## src/rtl/msg_cfg.svh

```systemverilog
// constants of the serial slave front end: offsets, fields, codes, timing
// assumes a 200 MHz system clock
`ifndef MSG_CFG_SVH
`define MSG_CFG_SVH
`define MSG_CLK_HZ 200000000
`define MSG_BAUD_0 9600
`define MSG_BAUD_1 19200
`define MSG_BAUD_2 57600
`define MSG_BAUD_3 115200
`define MSG_CHAR_BITS 11
`define MSG_T15_X2 3
`define MSG_T35_X2 7
`define MSG_ADDR_MAX 8'hf7
`define MSG_FN_READ 8'h03
`define MSG_FN_WRITE 8'h06
`define MSG_FN_DIAG 8'h08
`define MSG_FN_PASS 8'h41
`define MSG_EXC_NONE 8'h00
`define MSG_EXC_FUNC 8'h01
`define MSG_EXC_DATA 8'h03
`define MSG_EXC_LINK 8'h0b
`define MSG_LEN_RTU 8'h08
`define MSG_LEN_ASCII 8'h07
`define MSG_CH_COLON 7'h3a
`define MSG_CH_CR 7'h0d
`define MSG_CH_LF 7'h0a
`define MSG_CRC_INIT 16'hffff
`define MSG_CRC_POLY 16'ha001
`define MSG_OFFLINE_MS 16'h00c8
`define MSG_MS_NS 1000000
`define MSG_REG_STATUS 8'h00
`define MSG_REG_TIMER 8'h04
`define MSG_REG_TX 8'h08
`define MSG_REG_LINK 8'h0c
`endif

```

## src/rtl/msg_pkg.sv

```systemverilog
// types of the serial slave front end
// assumes msg_cfg.svh for all numbers
package msg_pkg;
  typedef enum logic [1:0] {R_IDLE, R_START, R_BITS, R_STOP} msg_rx_e;
  typedef logic [15:0] msg_cnt_t;
endpackage

```

## src/rtl/msg_front_end.sv

```systemverilog
// serial slave front end: switch config, character receiver, rtu/ascii framing,
// frame checks, function filter, downstream off-line timer, tx character path.
// assumes synchronous switch and line inputs and a classic wishbone master.
// Operation
// RULE1: address switches form node address, first msb
// RULE2: address 0 or 248..255 disables device
// RULE3: switch change aborts transaction in progress
// RULE4: even parity over 8 or 7 bits
// RULE5: bad parity suppresses the response; an ascii closing lf with bad parity is still answered
// RULE6: no parity: slot is stop, 0 suppresses; a 0 there on the ascii closing lf is ignored
// RULE7: framing switch off rtu, on ascii
// RULE8: two switches pick one of four rates
// RULE9: only functions 03 06 08 41 accepted
// RULE10: function 41 passes through downstream
// RULE11: off-line timer loads 200 ms at reset
// RULE12: downstream timeout means no response
// RULE13: after timeout, error until link cleared
// RULE14: timer writable and readable, volatile
// RULE15: master starts transactions and bounds waits
// RULE16: master waits at least off-line time
// RULE17: rtu char: start, 8 data, parity, stop
// RULE18: ascii char: start, 7 data, parity, stop
// RULE19: rtu 3.5 char idle, 1.5 gap invalidates
// RULE20: ascii colon start, cr lf end, hex pairs
// RULE21: crc or lrc mismatch discards frame silently
// RULE22: error answer carries exception 01, 03, 0b
// RULE23: baud switches map to rates ascending
// RULE24: mid-bit sampling, start bit rechecked
`include "msg_cfg.svh"
`timescale 1ns/1ps
`default_nettype none
module msg_front_end import msg_pkg::*; #(
  parameter int CLK_HZ = `MSG_CLK_HZ,
  parameter int CYC_PER_MS = `MSG_CLK_HZ / (1000000000 / `MSG_MS_NS)
) (
  input wire logic clk_i,
  input wire logic sys_rst_i,
  input wire logic wb_cyc_i,
  input wire logic wb_stb_i,
  input wire logic wb_we_i,
  input wire logic [7:0] wb_adr_i,
  input wire logic [3:0] wb_sel_i,
  input wire logic [31:0] wb_dat_i,
  output logic [31:0] wb_dat_o,
  output logic wb_ack_o,
  input wire logic [7:0] node_address_switches_i,
  input wire logic parity_select_switch_i,
  input wire logic framing_mode_switch_i,
  input wire logic baud_select_high_switch_i,
  input wire logic baud_select_low_switch_i,
  input wire logic line_rxd_i,
  output logic line_txd_o,
  output logic line_drive_en_o,
  output logic ds_req_o,
  input wire logic ds_ans_i
);
  localparam logic [5:0] T15 = 6'((`MSG_CHAR_BITS * `MSG_T15_X2 + 1) / 2);
  localparam logic [5:0] T35 = 6'((`MSG_CHAR_BITS * `MSG_T35_X2 + 1) / 2);
  localparam logic [17:0] MS_LAST = 18'(CYC_PER_MS - 1);

  // ----------------------------------------
  // switch configuration
  // ----------------------------------------
  logic [11:0] cfg, sw;
  logic cfg_chg, nopar, ascii, enabled;
  logic [7:0] node;
  msg_cnt_t bit_len;
  logic [3:0] nd;
  assign sw = {node_address_switches_i, parity_select_switch_i, framing_mode_switch_i,
               baud_select_high_switch_i, baud_select_low_switch_i};
  // RULE3: any switch change aborts
  assign cfg_chg = sw != cfg;
  // RULE1: first switch is the msb
  assign node = cfg[11:4];
  assign nopar = cfg[3];
  // RULE7: framing mode select
  assign ascii = cfg[2];
  // RULE2: reserved addresses disable
  assign enabled = (node != 8'h00) && (node <= `MSG_ADDR_MAX);
  assign nd = ascii ? 4'h7 : 4'h8;
  // RULE8 RULE23: rate select, ascending
  always_comb begin
    case (cfg[1:0])
      2'b00: bit_len = 16'(CLK_HZ / `MSG_BAUD_0);
      2'b01: bit_len = 16'(CLK_HZ / `MSG_BAUD_1);
      2'b10: bit_len = 16'(CLK_HZ / `MSG_BAUD_2);
      default: bit_len = 16'(CLK_HZ / `MSG_BAUD_3);
    endcase
  end
  // a reset config of all zeros differs from most straps, so the first cycle after reset aborts harmlessly
  always_ff @(posedge clk_i) begin
    if (sys_rst_i) cfg <= 12'h000;
    else cfg <= sw;
  end

  // ----------------------------------------
  // character receiver
  // ----------------------------------------
  msg_rx_e rs, next_rs;
  msg_cnt_t rc, next_rc, gc, next_gc;
  logic [3:0] rb, next_rb;
  logic [7:0] sh, next_sh;
  logic perr, next_perr, glate, next_glate, gidle, next_gidle, char_v, char_err;
  logic [5:0] gb, next_gb;
  always_comb begin
    next_rs = rs;
    next_rc = rc;
    next_rb = rb;
    next_sh = sh;
    next_perr = perr;
    next_glate = glate;
    next_gidle = gidle;
    next_gc = gc;
    next_gb = gb;
    char_v = 1'b0;
    char_err = 1'b0;
    case (rs)
      R_IDLE: if (!line_rxd_i) begin
        next_rs = R_START;
        next_rc = bit_len >> 1;
        next_glate = gb >= T15;
        // gb clears during the char, so idle is latched at its start
        next_gidle = gb == T35;
      end
      // RULE24: recheck start at mid-bit
      R_START: if (rc != 16'h0000) next_rc = rc - 16'h0001;
        else if (line_rxd_i) next_rs = R_IDLE;
        else begin
          next_rs = R_BITS;
          next_rc = bit_len - 16'h0001;
          next_rb = 4'h0;
          next_sh = 8'h00;
        end
      R_BITS: if (rc != 16'h0000) next_rc = rc - 16'h0001;
        else begin
          next_rc = bit_len - 16'h0001;
          if (rb < nd) begin
            // RULE17: lsb first data bits
            next_sh[rb[2:0]] = line_rxd_i;
            next_rb = rb + 4'h1;
          end else begin
            // RULE4: even parity, or RULE6: second stop
            next_perr = line_rxd_i != (nopar ? 1'b1 : ^sh);
            next_rs = R_STOP;
          end
        end
      R_STOP: if (rc != 16'h0000) next_rc = rc - 16'h0001;
        else begin
          char_v = 1'b1;
          char_err = perr | !line_rxd_i;
          next_rs = R_IDLE;
        end
      default: next_rs = R_IDLE;
    endcase
    // RULE19: silence counted in bit times
    if (rs != R_IDLE) begin
      next_gc = 16'h0000;
      next_gb = 6'h00;
    end else if (gc >= bit_len - 16'h0001) begin
      next_gc = 16'h0000;
      if (gb != T35) next_gb = gb + 6'h01;
    end else next_gc = gc + 16'h0001;
    if (cfg_chg) next_rs = R_IDLE;
  end
  always_ff @(posedge clk_i) begin
    if (sys_rst_i) begin
      rs <= R_IDLE;
      rc <= 16'h0000;
      rb <= 4'h0;
      sh <= 8'h00;
      perr <= 1'b0;
      glate <= 1'b0;
      gidle <= 1'b0;
      gc <= 16'h0000;
      gb <= T35;
    end else begin
      rs <= next_rs;
      rc <= next_rc;
      rb <= next_rb;
      sh <= next_sh;
      perr <= next_perr;
      glate <= next_glate;
      gidle <= next_gidle;
      gc <= next_gc;
      gb <= next_gb;
    end
  end

  // ----------------------------------------
  // framing and frame checks
  // ----------------------------------------
  logic f_act, next_f_act, f_bad, next_f_bad, nph, next_nph, crs, next_crs;
  logic [7:0] f_cnt, next_f_cnt, lrc, next_lrc, f_adr, next_f_adr, f_fn, next_f_fn;
  logic [15:0] crc, next_crc;
  logic [3:0] nib, next_nib, hexn;
  logic hexv, add_v, eval, chk_ok, accept;
  logic [7:0] add_d;
  logic [6:0] ch;
  function automatic logic [15:0] crc_step(input logic [15:0] c, input logic [7:0] d);
    logic [15:0] r;
    r = c ^ {8'h00, d};
    for (int i = 0; i < 8; i++) r = r[0] ? ((r >> 1) ^ `MSG_CRC_POLY) : (r >> 1);
    return r;
  endfunction
  assign ch = sh[6:0];
  assign hexv = (ch >= 7'h30 && ch <= 7'h39) || (ch >= 7'h41 && ch <= 7'h46);
  assign hexn = (ch <= 7'h39) ? ch[3:0] : ch[3:0] + 4'h9;
  always_comb begin
    next_f_act = f_act;
    next_f_bad = f_bad;
    next_nph = nph;
    next_crs = crs;
    next_f_cnt = f_cnt;
    next_lrc = lrc;
    next_crc = crc;
    next_f_adr = f_adr;
    next_f_fn = f_fn;
    next_nib = nib;
    add_v = 1'b0;
    add_d = sh;
    eval = 1'b0;
    if (!ascii) begin
      if (char_v && !f_act && gidle) begin
        next_f_act = 1'b1;
        next_f_bad = char_err;
        next_f_cnt = 8'h00;
        next_crc = `MSG_CRC_INIT;
        add_v = 1'b1;
      end else if (char_v && f_act) begin
        // RULE19: late byte spoils the frame; RULE5: so does a bad char
        next_f_bad = f_bad | glate | char_err;
        add_v = 1'b1;
      end
      if (f_act && gb == T35) begin
        eval = 1'b1;
        next_f_act = 1'b0;
      end
    end else if (char_v) begin
      // RULE20: colon opens, cr lf closes, hex pairs high first
      if (ch == `MSG_CH_COLON) begin
        next_f_act = 1'b1;
        next_f_bad = char_err;
        next_f_cnt = 8'h00;
        next_lrc = 8'h00;
        next_nph = 1'b0;
        next_crs = 1'b0;
      end else if (f_act) begin
        next_f_bad = f_bad | char_err;
        if (crs) begin
          next_f_act = 1'b0;
          eval = ch == `MSG_CH_LF;
        end else if (ch == `MSG_CH_CR) begin
          next_crs = 1'b1;
          next_f_bad = f_bad | char_err | nph;
        end else if (hexv) begin
          next_nph = !nph;
          next_nib = hexn;
          add_v = nph;
          add_d = {nib, hexn};
        end else next_f_bad = 1'b1;
      end
    end
    if (add_v) begin
      if (next_f_cnt != 8'hff) next_f_cnt = next_f_cnt + 8'h01;
      next_crc = crc_step(next_crc, add_d);
      next_lrc = next_lrc + add_d;
      if (next_f_cnt == 8'h01) next_f_adr = add_d;
      if (next_f_cnt == 8'h02) next_f_fn = add_d;
    end
    if (cfg_chg) begin
      next_f_act = 1'b0;
      eval = 1'b0;
    end
  end
  always_ff @(posedge clk_i) begin
    if (sys_rst_i) begin
      f_act <= 1'b0;
      f_bad <= 1'b0;
      nph <= 1'b0;
      crs <= 1'b0;
      f_cnt <= 8'h00;
      lrc <= 8'h00;
      crc <= `MSG_CRC_INIT;
      f_adr <= 8'h00;
      f_fn <= 8'h00;
      nib <= 4'h0;
    end else begin
      f_act <= next_f_act;
      f_bad <= next_f_bad;
      nph <= next_nph;
      crs <= next_crs;
      f_cnt <= next_f_cnt;
      lrc <= next_lrc;
      crc <= next_crc;
      f_adr <= next_f_adr;
      f_fn <= next_f_fn;
      nib <= next_nib;
    end
  end
  // RULE21: residue zero over whole frame
  assign chk_ok = ascii ? (lrc == 8'h00 && f_cnt >= 8'h03) : (crc == 16'h0000 && f_cnt >= 8'h04);
  assign accept = eval && !f_bad && chk_ok && enabled && (f_adr == node || f_adr == 8'h00);

  // ----------------------------------------
  // decision, downstream link, off-line timer
  // ----------------------------------------
  logic rdy, next_rdy, link_err, next_link_err, ds_wait, next_ds_wait, r_sup, next_r_sup;
  logic r_bc, next_r_bc, next_ds_req, sup, len_bad, timeout, wr;
  logic [7:0] r_fn, next_r_fn, r_exc, next_r_exc, exc;
  logic [15:0] tmr, next_tmr, ms_left, next_ms_left;
  logic [17:0] ms_cnt, next_ms_cnt;
  // RULE9: supported function filter
  assign sup = f_fn inside {`MSG_FN_READ, `MSG_FN_WRITE, `MSG_FN_DIAG, `MSG_FN_PASS};
  assign len_bad = (f_fn == `MSG_FN_READ || f_fn == `MSG_FN_WRITE) &&
                   f_cnt != (ascii ? `MSG_LEN_ASCII : `MSG_LEN_RTU);
  // RULE22: exception selection, RULE13: link error first
  assign exc = link_err ? `MSG_EXC_LINK : !sup ? `MSG_EXC_FUNC : len_bad ? `MSG_EXC_DATA : `MSG_EXC_NONE;
  assign timeout = ds_wait && !ds_ans_i && ms_cnt == MS_LAST && ms_left <= 16'h0001;
  assign wr = wb_cyc_i && wb_stb_i && wb_we_i && wb_ack_o;
  always_comb begin
    next_rdy = rdy;
    next_link_err = link_err;
    next_ds_wait = ds_wait;
    next_r_sup = r_sup;
    next_r_bc = r_bc;
    next_r_fn = r_fn;
    next_r_exc = r_exc;
    next_tmr = tmr;
    next_ms_left = ms_left;
    next_ms_cnt = ms_cnt;
    next_ds_req = 1'b0;
    // clears first so that a same-cycle set wins
    if (wr && wb_adr_i == `MSG_REG_STATUS && wb_sel_i[0] && wb_dat_i[0]) next_rdy = 1'b0;
    if (wr && wb_adr_i == `MSG_REG_LINK && wb_sel_i[0] && wb_dat_i[0]) next_link_err = 1'b0;
    // RULE14: off-line time in ms, byte lanes honoured
    if (wr && wb_adr_i == `MSG_REG_TIMER) begin
      if (wb_sel_i[0]) next_tmr[7:0] = wb_dat_i[7:0];
      if (wb_sel_i[1]) next_tmr[15:8] = wb_dat_i[15:8];
    end
    if (ds_wait) begin
      if (ds_ans_i) next_ds_wait = 1'b0;
      else if (ms_cnt == MS_LAST) begin
        next_ms_cnt = 18'h00000;
        next_ms_left = ms_left - 16'h0001;
      end else next_ms_cnt = ms_cnt + 18'h00001;
    end
    // RULE12: timeout leaves the request unanswered
    if (timeout) begin
      next_ds_wait = 1'b0;
      next_r_sup = 1'b1;
      next_link_err = 1'b1;
    end
    if (accept) begin
      next_rdy = 1'b1;
      next_r_fn = f_fn;
      next_r_exc = exc;
      next_r_bc = f_adr == 8'h00;
      next_r_sup = f_adr == 8'h00;
      // RULE10: pass-through starts the downstream wait
      if (exc == `MSG_EXC_NONE && f_fn == `MSG_FN_PASS) begin
        next_ds_req = 1'b1;
        next_ds_wait = 1'b1;
        next_ms_cnt = 18'h00000;
        next_ms_left = tmr;
      end
    end
    // RULE3: pending work dropped on switch change
    if (cfg_chg) next_ds_wait = 1'b0;
  end
  always_ff @(posedge clk_i) begin
    if (sys_rst_i) begin
      rdy <= 1'b0;
      link_err <= 1'b0;
      ds_wait <= 1'b0;
      r_sup <= 1'b0;
      r_bc <= 1'b0;
      r_fn <= 8'h00;
      r_exc <= 8'h00;
      // RULE11: default off-line time
      tmr <= `MSG_OFFLINE_MS;
      ms_left <= 16'h0000;
      ms_cnt <= 18'h00000;
      ds_req_o <= 1'b0;
    end else begin
      rdy <= next_rdy;
      link_err <= next_link_err;
      ds_wait <= next_ds_wait;
      r_sup <= next_r_sup;
      r_bc <= next_r_bc;
      r_fn <= next_r_fn;
      r_exc <= next_r_exc;
      tmr <= next_tmr;
      ms_left <= next_ms_left;
      ms_cnt <= next_ms_cnt;
      ds_req_o <= next_ds_req;
    end
  end

  // ----------------------------------------
  // transmitter and wishbone slave
  // ----------------------------------------
  logic [10:0] tsh, next_tsh;
  logic [3:0] tn, next_tn;
  msg_cnt_t tc, next_tc;
  logic next_ack;
  logic [31:0] next_rd;
  always_comb begin
    next_tsh = tsh;
    next_tn = tn;
    next_tc = tc;
    if (tn != 4'h0) begin
      if (tc >= bit_len - 16'h0001) begin
        next_tc = 16'h0000;
        next_tsh = {1'b1, tsh[10:1]};
        next_tn = tn - 4'h1;
      end else next_tc = tc + 16'h0001;
    end else if (wr && wb_adr_i == `MSG_REG_TX && wb_sel_i[0]) begin
      // RULE17 / RULE18: start, data lsb first, parity or stop, stop
      next_tc = 16'h0000;
      next_tn = ascii ? 4'ha : 4'hb;
      next_tsh = ascii ? {2'b11, nopar | ^wb_dat_i[6:0], wb_dat_i[6:0], 1'b0}
                       : {1'b1, nopar | ^wb_dat_i[7:0], wb_dat_i[7:0], 1'b0};
    end
    if (cfg_chg) begin
      next_tn = 4'h0;
      next_tsh = 11'h7ff;
    end
    next_ack = wb_cyc_i && wb_stb_i && !wb_ack_o;
    case (wb_adr_i)
      `MSG_REG_STATUS: next_rd = {8'h00, r_exc, r_fn, 2'b00, enabled, r_bc, r_sup, ds_wait, link_err, rdy};
      `MSG_REG_TIMER: next_rd = {16'h0000, tmr};
      `MSG_REG_TX: next_rd = {31'h00000000, tn != 4'h0};
      `MSG_REG_LINK: next_rd = {31'h00000000, link_err};
      default: next_rd = 32'h00000000;
    endcase
  end
  always_ff @(posedge clk_i) begin
    if (sys_rst_i) begin
      tsh <= 11'h7ff;
      tn <= 4'h0;
      tc <= 16'h0000;
      wb_ack_o <= 1'b0;
      wb_dat_o <= 32'h00000000;
      line_txd_o <= 1'b1;
      line_drive_en_o <= 1'b0;
    end else begin
      tsh <= next_tsh;
      tn <= next_tn;
      tc <= next_tc;
      wb_ack_o <= next_ack;
      wb_dat_o <= next_rd;
      line_txd_o <= next_tsh[0];
      line_drive_en_o <= next_tn != 4'h0;
    end
  end
endmodule
`default_nettype wire

```

## config.mk

```make
export PLATFORM = sky130hd
export DESIGN_NAME = msg_front_end
export DESIGN_NICKNAME = d
export VERILOG_FILES = /design/src/rtl/msg_pkg.sv /design/src/rtl/msg_front_end.sv
export VERILOG_INCLUDE_DIRS = /design/src /design/src/rtl
export SDC_FILE = /design/constraint.sdc
export NUM_CORES = 1
export LEC_CHECK = 0
export BUFFER_PORTS_ARGS = -buffer_cell sky130_fd_sc_hd__buf_2
export CORE_UTILIZATION = 40
export CTS_CLUSTER_SIZE = 28
export DETAILED_ROUTE_END_ITERATION = 8
export SLEW_MARGIN = 0
export SYNTH_ARGS = -nofsm -noshare
export SYNTH_HDL_FRONTEND = slang
export SYNTH_SLANG_ARGS = --single-unit
```

## constraint.sdc

```tcl
create_clock -name clk_i -period 8.2 [get_ports clk_i]
set_input_delay 2.05 -clock clk_i [delete_from_list [all_inputs] [get_ports clk_i]]
set_output_delay 2.05 -clock clk_i [all_outputs]
set_load 0.03 [all_outputs]
```

== Word-level counts from Yosys, hierarchy flattened ==
Cells that the tools add are included.
Operators by class
  divide/modulo/power cells: 0
  magnitude comparators: 14
  reduce and logical (&&, ||, !) cells: 89
  $add $sub $neg: 12
  shift-type cells: 0
  bitwise operators: 23
  eq/ne operators: 39
  mux-type cells: 147
  $mul: 0
Operator list (count)
  $mux 16: 24
  $mux 8: 22
  $pmux 24 s4: 1
  $mux 18: 5
  $pmux 16 s4: 1
  $mux 1: 61
  $mux 4: 12
  $pmux 15 s3: 1
  $mux 11: 3
  $add 16x1->16 const B: 2
  $ge 16x16->1: 2
  $logic_and 1x1->1: 32
  $logic_not 8->1: 4
  $sub 16x1->16 const B: 2
  $eq 8x4->1 const B: 3
  $not 2->3: 8
  $reduce_bool 2->1: 10
  $add 18x1->18 const B: 1
  $eq 18x18->1 const B: 1
  $mux 6: 3
  $ne 2x2->1 const B: 9
  $reduce_and 2->1: 9
  $eq 8x2->1 const B: 2
  $eq 8x3->1 const B: 2
  61 further kinds: 104
Word-level totals
  memory bits (writable): 0
  flip-flop bits (word level): 260
  output and inout port bits: 36
  bits in read-only memories: 0
  memories kept: 0
  latch bits: 0
  word-level logic and storage cells: 364
  input port bits: 63

== Longest topological paths before layout ==
Gate-level depths: netlist (run 1).
  depth in word-level cells: 28
  gate-level depth with buffers: 19
  mapped depth without buffers: 18

== Worst setup path before layout (run 1) ==
No wires, ideal clock.
  kind: register to register
  from: reg sh[0]
  to: reg f_adr[1]
  setup slack: 4.021 ns
  data arrival time: 4.051 ns
  cell stages (with the launch flop): 19
  period minus slack after synthesis: 4.179 ns
  buffers on the path: 2
  required time: 8.072 ns
  setup time: 0.128 ns
  cells stage by stage: dfxtp_1 inv_1 ha_1 and4b_1 clkbuf_1 a21o_1 nand2_1 and2_1 clkbuf_1 ha_1 nand3_1 a2111o_1 or2_2 nand2_1 xor2_1 nand3_1 nor2_1 mux2i_1 nor2_1
Between the ends
  longest elaborated chain between the ends: 11
  elaborated cells on any way between the ends: 34
  those cells by class: 2 x add/sub; 4 x order compare; 4 x eq/ne; 20 x mux; 4 x reduce/logical
RTL lines
  start: declaration: RTL line msg_front_end.sv:102  | logic [7:0] sh, next_sh;
  start signal: assignment: RTL line msg_front_end.sv:180  | sh <= next_sh;
  branches (longest 11 deep; another with $add 8x1->8)
  end signal: assignment: RTL line msg_front_end.sv:295  | f_adr <= next_f_adr;
  end: declaration: RTL line msg_front_end.sv:193  | logic [7:0] f_cnt, next_f_cnt, lrc, next_lrc, f_adr, next_f_adr, f_fn, next_f_fn;
Parallel ways; which one is timed is not known. The select of a mux whose other input is x is not followed.
A chain may end at the register's enable or synchronous reset.

== Final worst setup path (run 1) ==
  from: reg rs[0]
  to: reg f_adr[0]
Between the ends
  longest elaborated chain between the ends: 11
  elaborated cells on any way between the ends: 20
  those cells by class: 1 x add/sub; 3 x eq/ne; 12 x mux; 4 x reduce/logical
RTL lines
  start: declaration: RTL line msg_front_end.sv:99  | msg_rx_e rs, next_rs;
  start signal: assignment: RTL line msg_front_end.sv:177  | rs <= next_rs;
  $eq 2x2->1 *: RTL line msg_front_end.sv:117  | case (rs)
  $mux 1 *: RTL line msg_front_end.sv:117
  $logic_and 1x1->1 (2 in series): RTL line msg_front_end.sv:223  | if (char_v && !f_act && gidle) begin
  $mux 8: RTL line msg_front_end.sv:223
  $mux 8: RTL line msg_front_end.sv:222  | if (!ascii) begin
  $add 8x1->8 / $ne 8x8->1 (equally long branches): RTL line msg_front_end.sv:264  | if (next_f_cnt != 8'hff) next_f_cnt = next_f_cnt + 8'h01;
  $mux 8: RTL line msg_front_end.sv:264
  $mux 8: RTL line msg_front_end.sv:263  | if (add_v) begin
  $eq 8x1->1: RTL line msg_front_end.sv:267  | if (next_f_cnt == 8'h01) next_f_adr = add_d;
  $reduce_and 2->1 (no line)
Mark *: on every way between the ends. The rest lies on a longest branch, timed or not. The select of a mux whose other input is x is not followed.

==> results of run 1 <==
==> through the flow <==
step | area [sq um] | total power, mW
2_1_floorplan | 13400 | 1.33
3_3_place_gp | 14000 | 1.36
3_5_place_dp | 14000 | 1.37
4_1_cts | 14900 | 2.61
5_1_grt | 14900 | 2.67
6_report | 14900 | 2.57
==> final cells by class <==
class,instances,share of cell area (%)
Timing Repair Buffer,77,2.77
Tap cell,442,3.71
Inverter,52,1.31
Multi-Input combinational cell,1243,53.8
Sequential cell,241,32.3
Clock buffer,35,5.00
Clock inverter,14,1.07
==> registers in the layout (all words and copies together), names as in the netlist, 3 cells and up, named ones only <==
register  count
rb            4
f_fn          8
gb            6
ms_cnt       18
sh            8
tn            4
lrc           8
tsh          10
rc           16
tc           16
f_cnt         8
cfg          12
nib           4
r_fn          8
r_exc         3
wb_dat_o     19
gc           16
f_adr         8
ms_left      16
crc          16
tmr          16
==> logic make-up after synthesis <==
| group | count (synthesis) | synth area share (%) |
|---|---|---|
| AO/OA/AOI/OAI | 293 | 13.9 |
| adder cells (fa/ha/maj) | 76 | 7.17 |
| flip-flops | 241 | 36.1 |
| XOR/XNOR | 138 | 9.32 |
| buffers and inverters | 138 | 4.29 |
| AND/OR/NAND/NOR | 655 | 24.1 |
| multiplexers | 66 | 5.06 |
| other | 2 | 0.0562 |
==> worst reg2reg max path: cells and delay by family, from the launching register on <==
kind	cells	cell delay [ps]
simple gates	9	2930
compound gates	3	620
fa+ha+maj	2	530
flops	1	390
mux	1	270
==> worst paths after layout <==
path,startpoint,to,slack [ps],cells after the start
hold / removal,wb_ack_o,wb_ack_o,440,1
setup / recovery,rs[0],f_adr[0],3310,15
hold reg to reg,wb_ack_o,wb_ack_o,440,1
setup reg to reg,rs[0],f_adr[0],3310,15
==> metal layers <==
layer | wire [um] | up-vias
met5 | 0 | -
met3 | 1480 | 40
met2 | 14600 | 202
met4 | 528 | 0
met1 | 15900 | 5290
li1 | - | 5663
==> synth_stat cells, types with 26 or more instances <==
master,count
o21ai_0,61
nand2_1,135
dfxtp_1,241
nand3_1,53
and3_1,33
nor2_1,232
clkbuf_1,71
nor4_1,28
a21oi_1,96
xnor2_1,84
xor2_1,51
nor3_1,40
ha_1,75
mux2i_1,62
a21o_1,26
inv_1,52
==> power by group through the flow <==
stage | Sequential, mW | Combinational (mW) | Clock (mW)
detailed placement | 1.22 | 0.149 | 0
finish | 1.19 | 0.148 | 1.23
CTS | 1.19 | 0.149 | 1.27
global route | 1.19 | 0.166 | 1.31
floorplan | 1.21 | 0.111 | 0
global placement | 1.22 | 0.146 | 0
==> flow_summary.toml, run 1 <==
[clocking]
cts_buffers = 27
clk_latency_ps = 540
clock_sinks = 241
postCtsHoldBufs = 0
cts.htree.levels = 1
post_cts_buffers = 0
clock_path_buffers = 3
root_buffer = "clkbuf_16"
cts_tree = "done"
clkTransAtPathRegs_ps = 60
cts_resized = 0

[critical_path]
crit_chain = "ha_1 > or4b_2 > nor4_4 > nand2_1 > and2_1 > ha_1 > nand3_1 > a2111o_1 > or2_2 > a32oi_1 > o41ai_1 > nand3_1 > nor2_1 > mux2i_1 > nor2_1"
end_kind = "register"
arrival_ps = 5280
crit_slowest_cell = "nor2_1"
critPathKind = "register to register"
critPathRequiredTime_ps = 8590
start_kind = "register"
critical_path_buf_inv_count = 0
critPathMaxStageDelay_ps = 720
path_delay_family = "simple AND/OR/NAND/NOR gates"
cp_max_fo = 8

[layout]
layout.cells.most_common = "dfxtp_1"
seq_area_sq_um = 4820
final_util_pct = 45.6
n_fill_cell = 3287
fin_cells = 2104
areaGrowthSynthToFinish_pct = 11.6
multi_input_area_sq_um = 8030
nets = 1781
layout-drive-gt1-share_pct = 9.21
n_antenna_cell = 0
mostFrequentLayoutCells = "dfxtp_1, nor2_1, nand2_1"

[timing]
worst_pin_slew_ps = 1170
fin_skew_ps = 10.0
fin_ws_ps = 3310
setup_viol = 0
whs_ps = 435
min_period_ps = 4890
maxSlewViolCount = 0
hold_violations = 0
timing.final.crit_share_pct = 59.7
rsz0062_at_grt = "false"
clock.fmax_mhz = 204
maxSlewHeadroom_pct = 21.0
fin_tns_setup_ps = 0

[global_routing]
grt_pass1_wl_um = 53700
grt_util_met1_pct = 26.6
top_usage_layer = "met2"
grt_pass1_vias = 10600
met3_usage_pct = 2.58
grt_antenna_before_repair = 0
grt_max_degree = 79
grt.met2_usage_pct = 31.5
grt-ovfl-total = 0
gr-usage-all-layers_pct = 19.2

[routing]
drc_errors = 0
wl_per_cell_um = 15.5
drt_pass1_iterations = 5
ant_nets = 0
viasPerCell = 5.32
num_vias = 11200
first_iter_violations = 727
totalWireLength_um = 32600

[power]
power_switching_mw = 0.604
power_frac_comb_pct = 5.8
clkPwrFrac_pct = 47.9
power_per_cell_area_nw_per_um2 = 172
sw_frac_of_total_pct = 23.5
p_seq_share_pct = 46.3
cellLeakagePower_nw = 6.07
peakVddDrop_mv = 0.134
p_int_mw = 1.97

[die]
dieArea_sq_um = 34200
num_io_pins = 99
core_region_area_sq_um = 32700
die_x_um = 185
die_h_um = 185
initial_core_util_pct = 40.9
row_count = 66

[logic_synthesis]
syn_area_sq_um = 13400
synth_cells = 1609
ys_seq_area_share_pct = 36.1
synth.top_cell.area_share_pct = 36.1
synth_ff_type = "dfxtp_1"
post_synth.cell_area_avg_sq_um = 8.31
synth_seq_cells = 241
synth_edf_count = 0
ys_async_sr_fraction_pct = 0
synth_top_area_cell = "dfxtp_1"
synth.distinct_cells = 80
ys_warn_count = 0
synthTopCellsByArea = "dfxtp_1, ha_1, nor2_1"

[worst_hold_path]
hp-class = "register to register"

[place]
place.gp.congestion = 0.833
hpwl_um = 23400
portBuffers = 67
dpl_worst_slack_ps = 3130
dp_cells = 2055

[flow_run]
cap_violations = 0

[run_status]
status = "finished, final reports clean"
Note: power is estimated with default switching activity, not from simulation.
==> run 2, diff against run 1 <==
==> constraint.sdc (replaced) <==
create_clock -name clk_i -period 4.4 [get_ports clk_i]
set_input_delay 1.1 -clock clk_i [delete_from_list [all_inputs] [get_ports clk_i]]
set_output_delay 1.1 -clock clk_i [all_outputs]
set_load 0.03 [all_outputs]
==> run 2 against run 1 <==
- hold slack improved by 4.2 ps
- routed wire length grew 1.4%
- via count is 0.27% higher
- sequential power grew 87%
- flip-flop and latch count is the same
- sequential share of layout area shrank 0.48 points
- clock-buffer cell count decreased by 2
- critical endpoint is now f_fn[3]
- highest routed layer is now met5
==> flow_summary.toml, run 2 (synthesis results as in run 1) <==
[critical_path]
critPathRequiredTime_ps = 4790
r2r_cells = 18
r2r_start = "rc[0]"
arrival_ps = 4540
r2r-end = "f_fn[3]"
start_kind = "register"
critical_path_buf_inv_count = 3
end_kind = "register"
path_delay_family = "simple AND/OR/NAND/NOR gates"
crit_chain = "inv_1 > ha_1 > or4b_1 > nor4_4 > buf_4 > nand2_1 > and2_1 > ha_1 > nand3_1 > a2111o_1 > or2_2 > a32oi_1 > o41ai_1 > nand3_1 > nor2_1 > buf_4 > mux2i_1 > nor2_1"
r2r_setup_slack_ps = 250
crit_slowest_cell = "or4b_1"
cp_max_fo = 8
critPathMaxStageDelay_ps = 600
critPathKind = "register to register"

[power]
power_mw = 4.90
power_switching_mw = 1.15
cellLeakagePower_nw = 6.22
p_seq_share_pct = 45.2
sw_frac_of_total_pct = 23.4
power_frac_comb_pct = 5.8
p_int_mw = 3.76
clkPwrFrac_pct = 48.9
peakVddDrop_mv = 0.356
power_per_cell_area_nw_per_um2 = 324

[layout]
layout.cells.most_common = "dfxtp_1"
largest_reg_flops = 19
nets = 1807
areaGrowthSynthToFinish_pct = 13.2
regMostFlops = "wb_dat_o"
mostFrequentLayoutCells = "dfxtp_1, nor2_1, nand2_1"
layout-drive-gt1-share_pct = 10.6
n_antenna_cell = 0
multi_input_area_sq_um = 8030
final_util_pct = 46.3
fin_area_sq_um = 15100
fin_cells = 2130
seq_area_sq_um = 4820
reg_top3 = "wb_dat_o: 19 flops, ms_cnt: 18 flops"
n_fill_cell = 3203

[clocking]
cts.htree.levels = 1
cts_tree = "done"
clkTransAtPathRegs_ps = 60
clk_latency_ps = 540
postCtsHoldBufs = 0
root_buffer = "clkbuf_16"
clock_sinks = 241
clock_path_buffers = 3
cts_buffers = 27
post_cts_buffers = 0
cts_resized = 0

[routing]
wl_per_cell_um = 15.5
totalWireLength_um = 33000
viasPerCell = 5.27
ant_nets = 0
drc_errors = 0
num_vias = 11200
drt_pass1_iterations = 5
first_iter_violations = 730

[die]
die_h_um = 185
core_region_area_sq_um = 32700
num_io_pins = 99
initial_core_util_pct = 40.9
dieArea_sq_um = 34200
die_x_um = 185
row_count = 66

[timing]
hold_violations = 0
setup_viol = 0
maxSlewHeadroom_pct = 24.9
maxSlewViolCount = 0
timing.final.crit_share_pct = 94.2
fin_tns_setup_ps = 0
worst_pin_slew_ps = 1120
min_period_ps = 4150
fin_skew_ps = 7.91
fin_ws_ps = 255
whs_ps = 440
clock.fmax_mhz = 241
rsz0062_at_grt = "false"

[place]
dpl_worst_slack_ps = 319
portBuffers = 67
dp_cells = 2081
place_area_sq_um = 14200
hpwl_um = 23700
place.gp.congestion = 0.820

[global_routing]
grt_pass1_wl_um = 53600
gr-usage-all-layers_pct = 19.2
grt_antenna_before_repair = 1
grt-ovfl-total = 0
grt_max_degree = 78
grt_pass1_vias = 10400

[worst_hold_path]
min_to = "wb_ack_o"
hp-class = "register to register"
hold_depth = 1
worstHoldStart = "wb_ack_o"

[run_status]
status = "finished, final reports clean"

[flow_run]
cap_violations = 0
[run 2: cell count changes in the layout (fill, tap and decap cells not counted), sizes merged]
| cell | before | now |
|---|---|---|
| clkinv | 6 | 7 |
| clkinvlp | 4 | 3 |
| clkbuf | 35 | 33 |
| buf | 77 | 103 |
| bufinv | 3 | 5 |
[run 2: worst max path at each step]
stage | from | endpoint | cells after the start
3_5_place_dp | rc[0] | f_fn[3] | 18
5_1_grt | rc[0] | lrc[7] | 18
6_report | rc[0] | f_fn[3] | 18
3_3_place_gp | rc[0] | f_fn[7] | 18
2_1_floorplan | sh[0] | f_adr[1] | 18
4_1_cts | rc[0] | f_fn[3] | 18
[run 2: per-layer routing]
| layer | share of wire [%] | track usage, % | up-vias |
|---|---|---|---|
| li1 | - | - | 5710 |
| met1 | 50 | 27.0 | 5284 |
| met2 | 44 | 31.3 | 193 |
| met3 | 4.5 | 2.46 | 36 |
| met4 | 1.4 | 3.90 | 2 |
| met5 | 0.024 | 0 | - |
[run 2: worst reg2reg max path: stages, from the launching register on]
cell and delay (ps):
dfxtp_1 330, inv_1 60, ha_1 190, or4b_1 600, nor4_4 250, buf_4 200, nand2_1 90, and2_1 230
ha_1 240, nand3_1 170, a2111o_1 220, or2_2 200, a32oi_1 110, o41ai_1 350, nand3_1 150, nor2_1 140
buf_4 210, mux2i_1 210, nor2_1 50
[run 2: power by group through the flow]
stage,Sequential [mW],Combinational (mW),Clock [mW]
after floorplan,2.26,0.207,0
after global placement,2.27,0.280,0
after detailed placement,2.27,0.285,0
after CTS,2.22,0.287,2.45
after global routing,2.22,0.317,2.54
final,2.22,0.286,2.40
[run 2: final cells by class]
class	instances	share of cell area [%]
clock buffer	33	4.74
clock inverter	16	1.43
inverter	52	1.29
multi-input combinational	1243	53.0
sequential	241	31.9
tap	442	3.65
timing repair buffer	103	4.02
==> run 3, diff against run 2 <==
--- a/config.mk
+++ b/config.mk
@@ -6,6 +6,8 @@
 export SDC_FILE = /design/constraint.sdc
 export NUM_CORES = 1
 export LEC_CHECK = 0
+export ABC_AREA = 1
+export ABC_CLOCK_PERIOD_IN_PS = 4400
 export BUFFER_PORTS_ARGS = -buffer_cell sky130_fd_sc_hd__buf_2
 export CORE_UTILIZATION = 40
 export CTS_CLUSTER_SIZE = 28
==> run 3 against run 2 <==
- cell count increased by 16%
- flip-flop and latch count unchanged
- first-iteration DRC count increased by 16%
- synthesized area increased by 3.9%
- worst setup slack improved by 270 ps
- core utilization decreased by 0.16 points
- die area increased by 3.8%
- combinational power increased by 59%
==> flow_summary.toml, run 3 <==
[global_routing]
grt_pass1_wl_um = 59000
grt_antenna_before_repair = 0
grt-ovfl-total = 0
grt_pass1_vias = 11900
grt_max_degree = 59
gr-usage-all-layers_pct = 19.8

[logic_synthesis]
synth_top_area_cell = "dfxtp_1"
synthTopCellsByArea = "dfxtp_1, nand2_1, inv_1"
post_synth.cell_area_avg_sq_um = 7.11
synth_edf_count = 0
synth-adder-area-share_pct = 6.90
synth.distinct_cells = 64
synth_ff_type = "dfxtp_1"
synth_compound_area_share_pct = 15.2
ys_warn_count = 0
synth-xor-area-share_pct = 5.29
synth-simple-area-share_pct = 28.2
ys_seq_area_share_pct = 34.7
synth.top_cell.area_share_pct = 34.7
synth_top_family_by_area = "simple AND/OR/NAND/NOR gates"
synth_seq_cells = 241
yosys-mux-area-fraction_pct = 0
synthTopCellsByCount = "nand2_1, inv_1, dfxtp_1, nor2_1, a21oi_1"
synth.most_common_cell = "nand2_1"
synth_cells = 1955
ys_async_sr_fraction_pct = 0
syn_area_sq_um = 13900

[layout]
layout-drive-gt1-share_pct = 9.30
n_antenna_cell = 0
reg_top3 = "wb_dat_o: 19 flops, ms_cnt: 18 flops"
areaGrowthSynthToFinish_pct = 12.5
largest_reg_flops = 19
mostFrequentLayoutCells = "nand2_1, inv_1, dfxtp_1"
regMostFlops = "wb_dat_o"
nets = 2154
layout.cells.most_common = "nand2_1"

[place]
portBuffers = 67
hpwl_um = 26400
place.gp.congestion = 0.866

[clocking]
postCtsHoldBufs = 0
cts_resized = 0
post_cts_buffers = 0
cts.htree.levels = 1
root_buffer = "clkbuf_16"
cts_tree = "done"
clock_sinks = 241
clock_path_buffers = 3
clk_latency_ps = 540
cts_buffers = 29
clkTransAtPathRegs_ps = 60

[critical_path]
end_kind = "register"
critPathKind = "register to register"
cp_max_fo = 10
endpoint = "lrc[7]"
r2r_start = "rc[0]"
r2r-end = "lrc[7]"
start_kind = "register"
r2r_setup_slack_ps = 520
critPathRequiredTime_ps = 4860
r2r_cells = 25
arrival_ps = 4340
crit_path_start = "rc[0]"

[routing]
wl_met1_um = 17500
wl_met2_um = 15600
drc_errors = 0
drt_pass1_iterations = 5
top_layer = "met4"
totalWireLength_um = 35300
first_iter_violations = 845
ant_nets = 0
wl_met3_um = 1610
wl_per_cell_um = 14.2
viasPerCell = 5.17
num_vias = 12800

[timing]
maxSlewHeadroom_pct = 34.0
clock.fmax_mhz = 258
maxSlewViolCount = 0
timing.final.crit_share_pct = 88.1
setup_viol = 0
rsz0062_at_grt = "false"
min_period_ps = 3880
hold_violations = 0
fin_tns_setup_ps = 0
worst_pin_slew_ps = 987
fin_skew_ps = 10.4

[power]
power_mw = 5.20
cellLeakagePower_nw = 6.75
power_per_cell_area_nw_per_um2 = 333
peakVddDrop_mv = 0.260

[die]
dieArea_sq_um = 35500
die_x_um = 188
initial_core_util_pct = 41.0
row_count = 67
num_io_pins = 99
die_h_um = 188
core_region_area_sq_um = 33900

[run_status]
status = "finished, final reports clean"

[flow_run]
cap_violations = 0

[worst_hold_path]
hp-class = "register to register"
==> run 3: changes by cell type after synthesis, sizes merged, moves of 33 or more <==
cell   before  now
a21oi      97  150
nand3      54  127
o21ai      61   94
mux2i      62    0
nand2     135  355
inv        52  262
xnor2      85   32
==> run 3: kinds of logic after synthesis <==
family,count (synthesis)
xor gates and xnor gates,83
buffers and inverters,332
DFF,241
other,2
AOI/OAI and AO/OA,360
and+or+nand+nor,861
adders and majority gates,76
==> run 3: worst min path at each step <==
| stage | from | end | slack [ps] | depth (start not counted) |
|---|---|---|---|---|
| 2_1_floorplan | r_exc[3] | wb_dat_o[19] | 420 | 2 |
| 3_3_place_gp | wb_ack_o | wb_ack_o | 430 | 1 |
| 3_5_place_dp | wb_ack_o | wb_ack_o | 430 | 1 |
| 4_1_cts | wb_ack_o | wb_ack_o | 440 | 1 |
| 5_1_grt | wb_ack_o | wb_ack_o | 450 | 1 |
| 6_report | wb_ack_o | wb_ack_o | 430 | 1 |
==> run 3: final cells by class <==
| type | count | area (sq um) |
|---|---|---|
| repair buffers | 85 | 470 |
| fillers | 3446 | 18200 |
| clock inverters | 10 | 158 |
| well taps | 448 | 561 |
| flip-flops and latches | 241 | 4820 |
| inverters | 263 | 992 |
| clock buffers | 39 | 843 |
| multi-input cells | 1395 | 7780 |
==> run 3: critical path, cell delays in order, from the launching register on <==
cell	delay [ps]
dfxtp_1	320
inv_1	90
ha_1	220
nand2_2	110
nor2_2	200
nand3_1	210
nor2_2	280
nand3_4	170
inv_2	150
nand2_1	100
nand2_1	110
inv_1	130
ha_1	330
nand3_1	70
nand2_1	90
a21oi_1	150
inv_1	60
a21oi_1	220
nor2_1	70
nor2_1	90
inv_1	40
a21oi_1	140
a21oi_1	80
o21ai_0	120
o21ai_0	100
a21oi_1	150
==> run 3: power by group <==
| part | internal (mW) | switching [mW] |
|---|---|---|
| sequential | 2.22 | 0.0387 |
| combinational | 0.153 | 0.301 |
| clock | 1.56 | 0.929 |
| total | 3.94 | 1.27 |
==> run 3: per-stage QoR <==
stage          utilization [%]  area [sq um]  setup WS, ps  hold slack, ps  std cells
2_1_floorplan                -         13900          1170             424       1968
3_3_place_gp              43.2         14600           596             429       2432
3_5_place_dp              43.2         14600           546             429       2432
4_1_cts                   46.2         15600           532             438       2481
5_1_grt                   46.2         15600           171             449       2481
6_report                  46.2         15600           524             434       2481
==> run 3: layer usage <==
metal | GRT usage [%] | vias up
li1 | - | 6588
met1 | 27.8 | 5925
met2 | 32.4 | 281
met3 | 2.05 | 41
met4 | 4.40 | 0
met5 | 0 | -
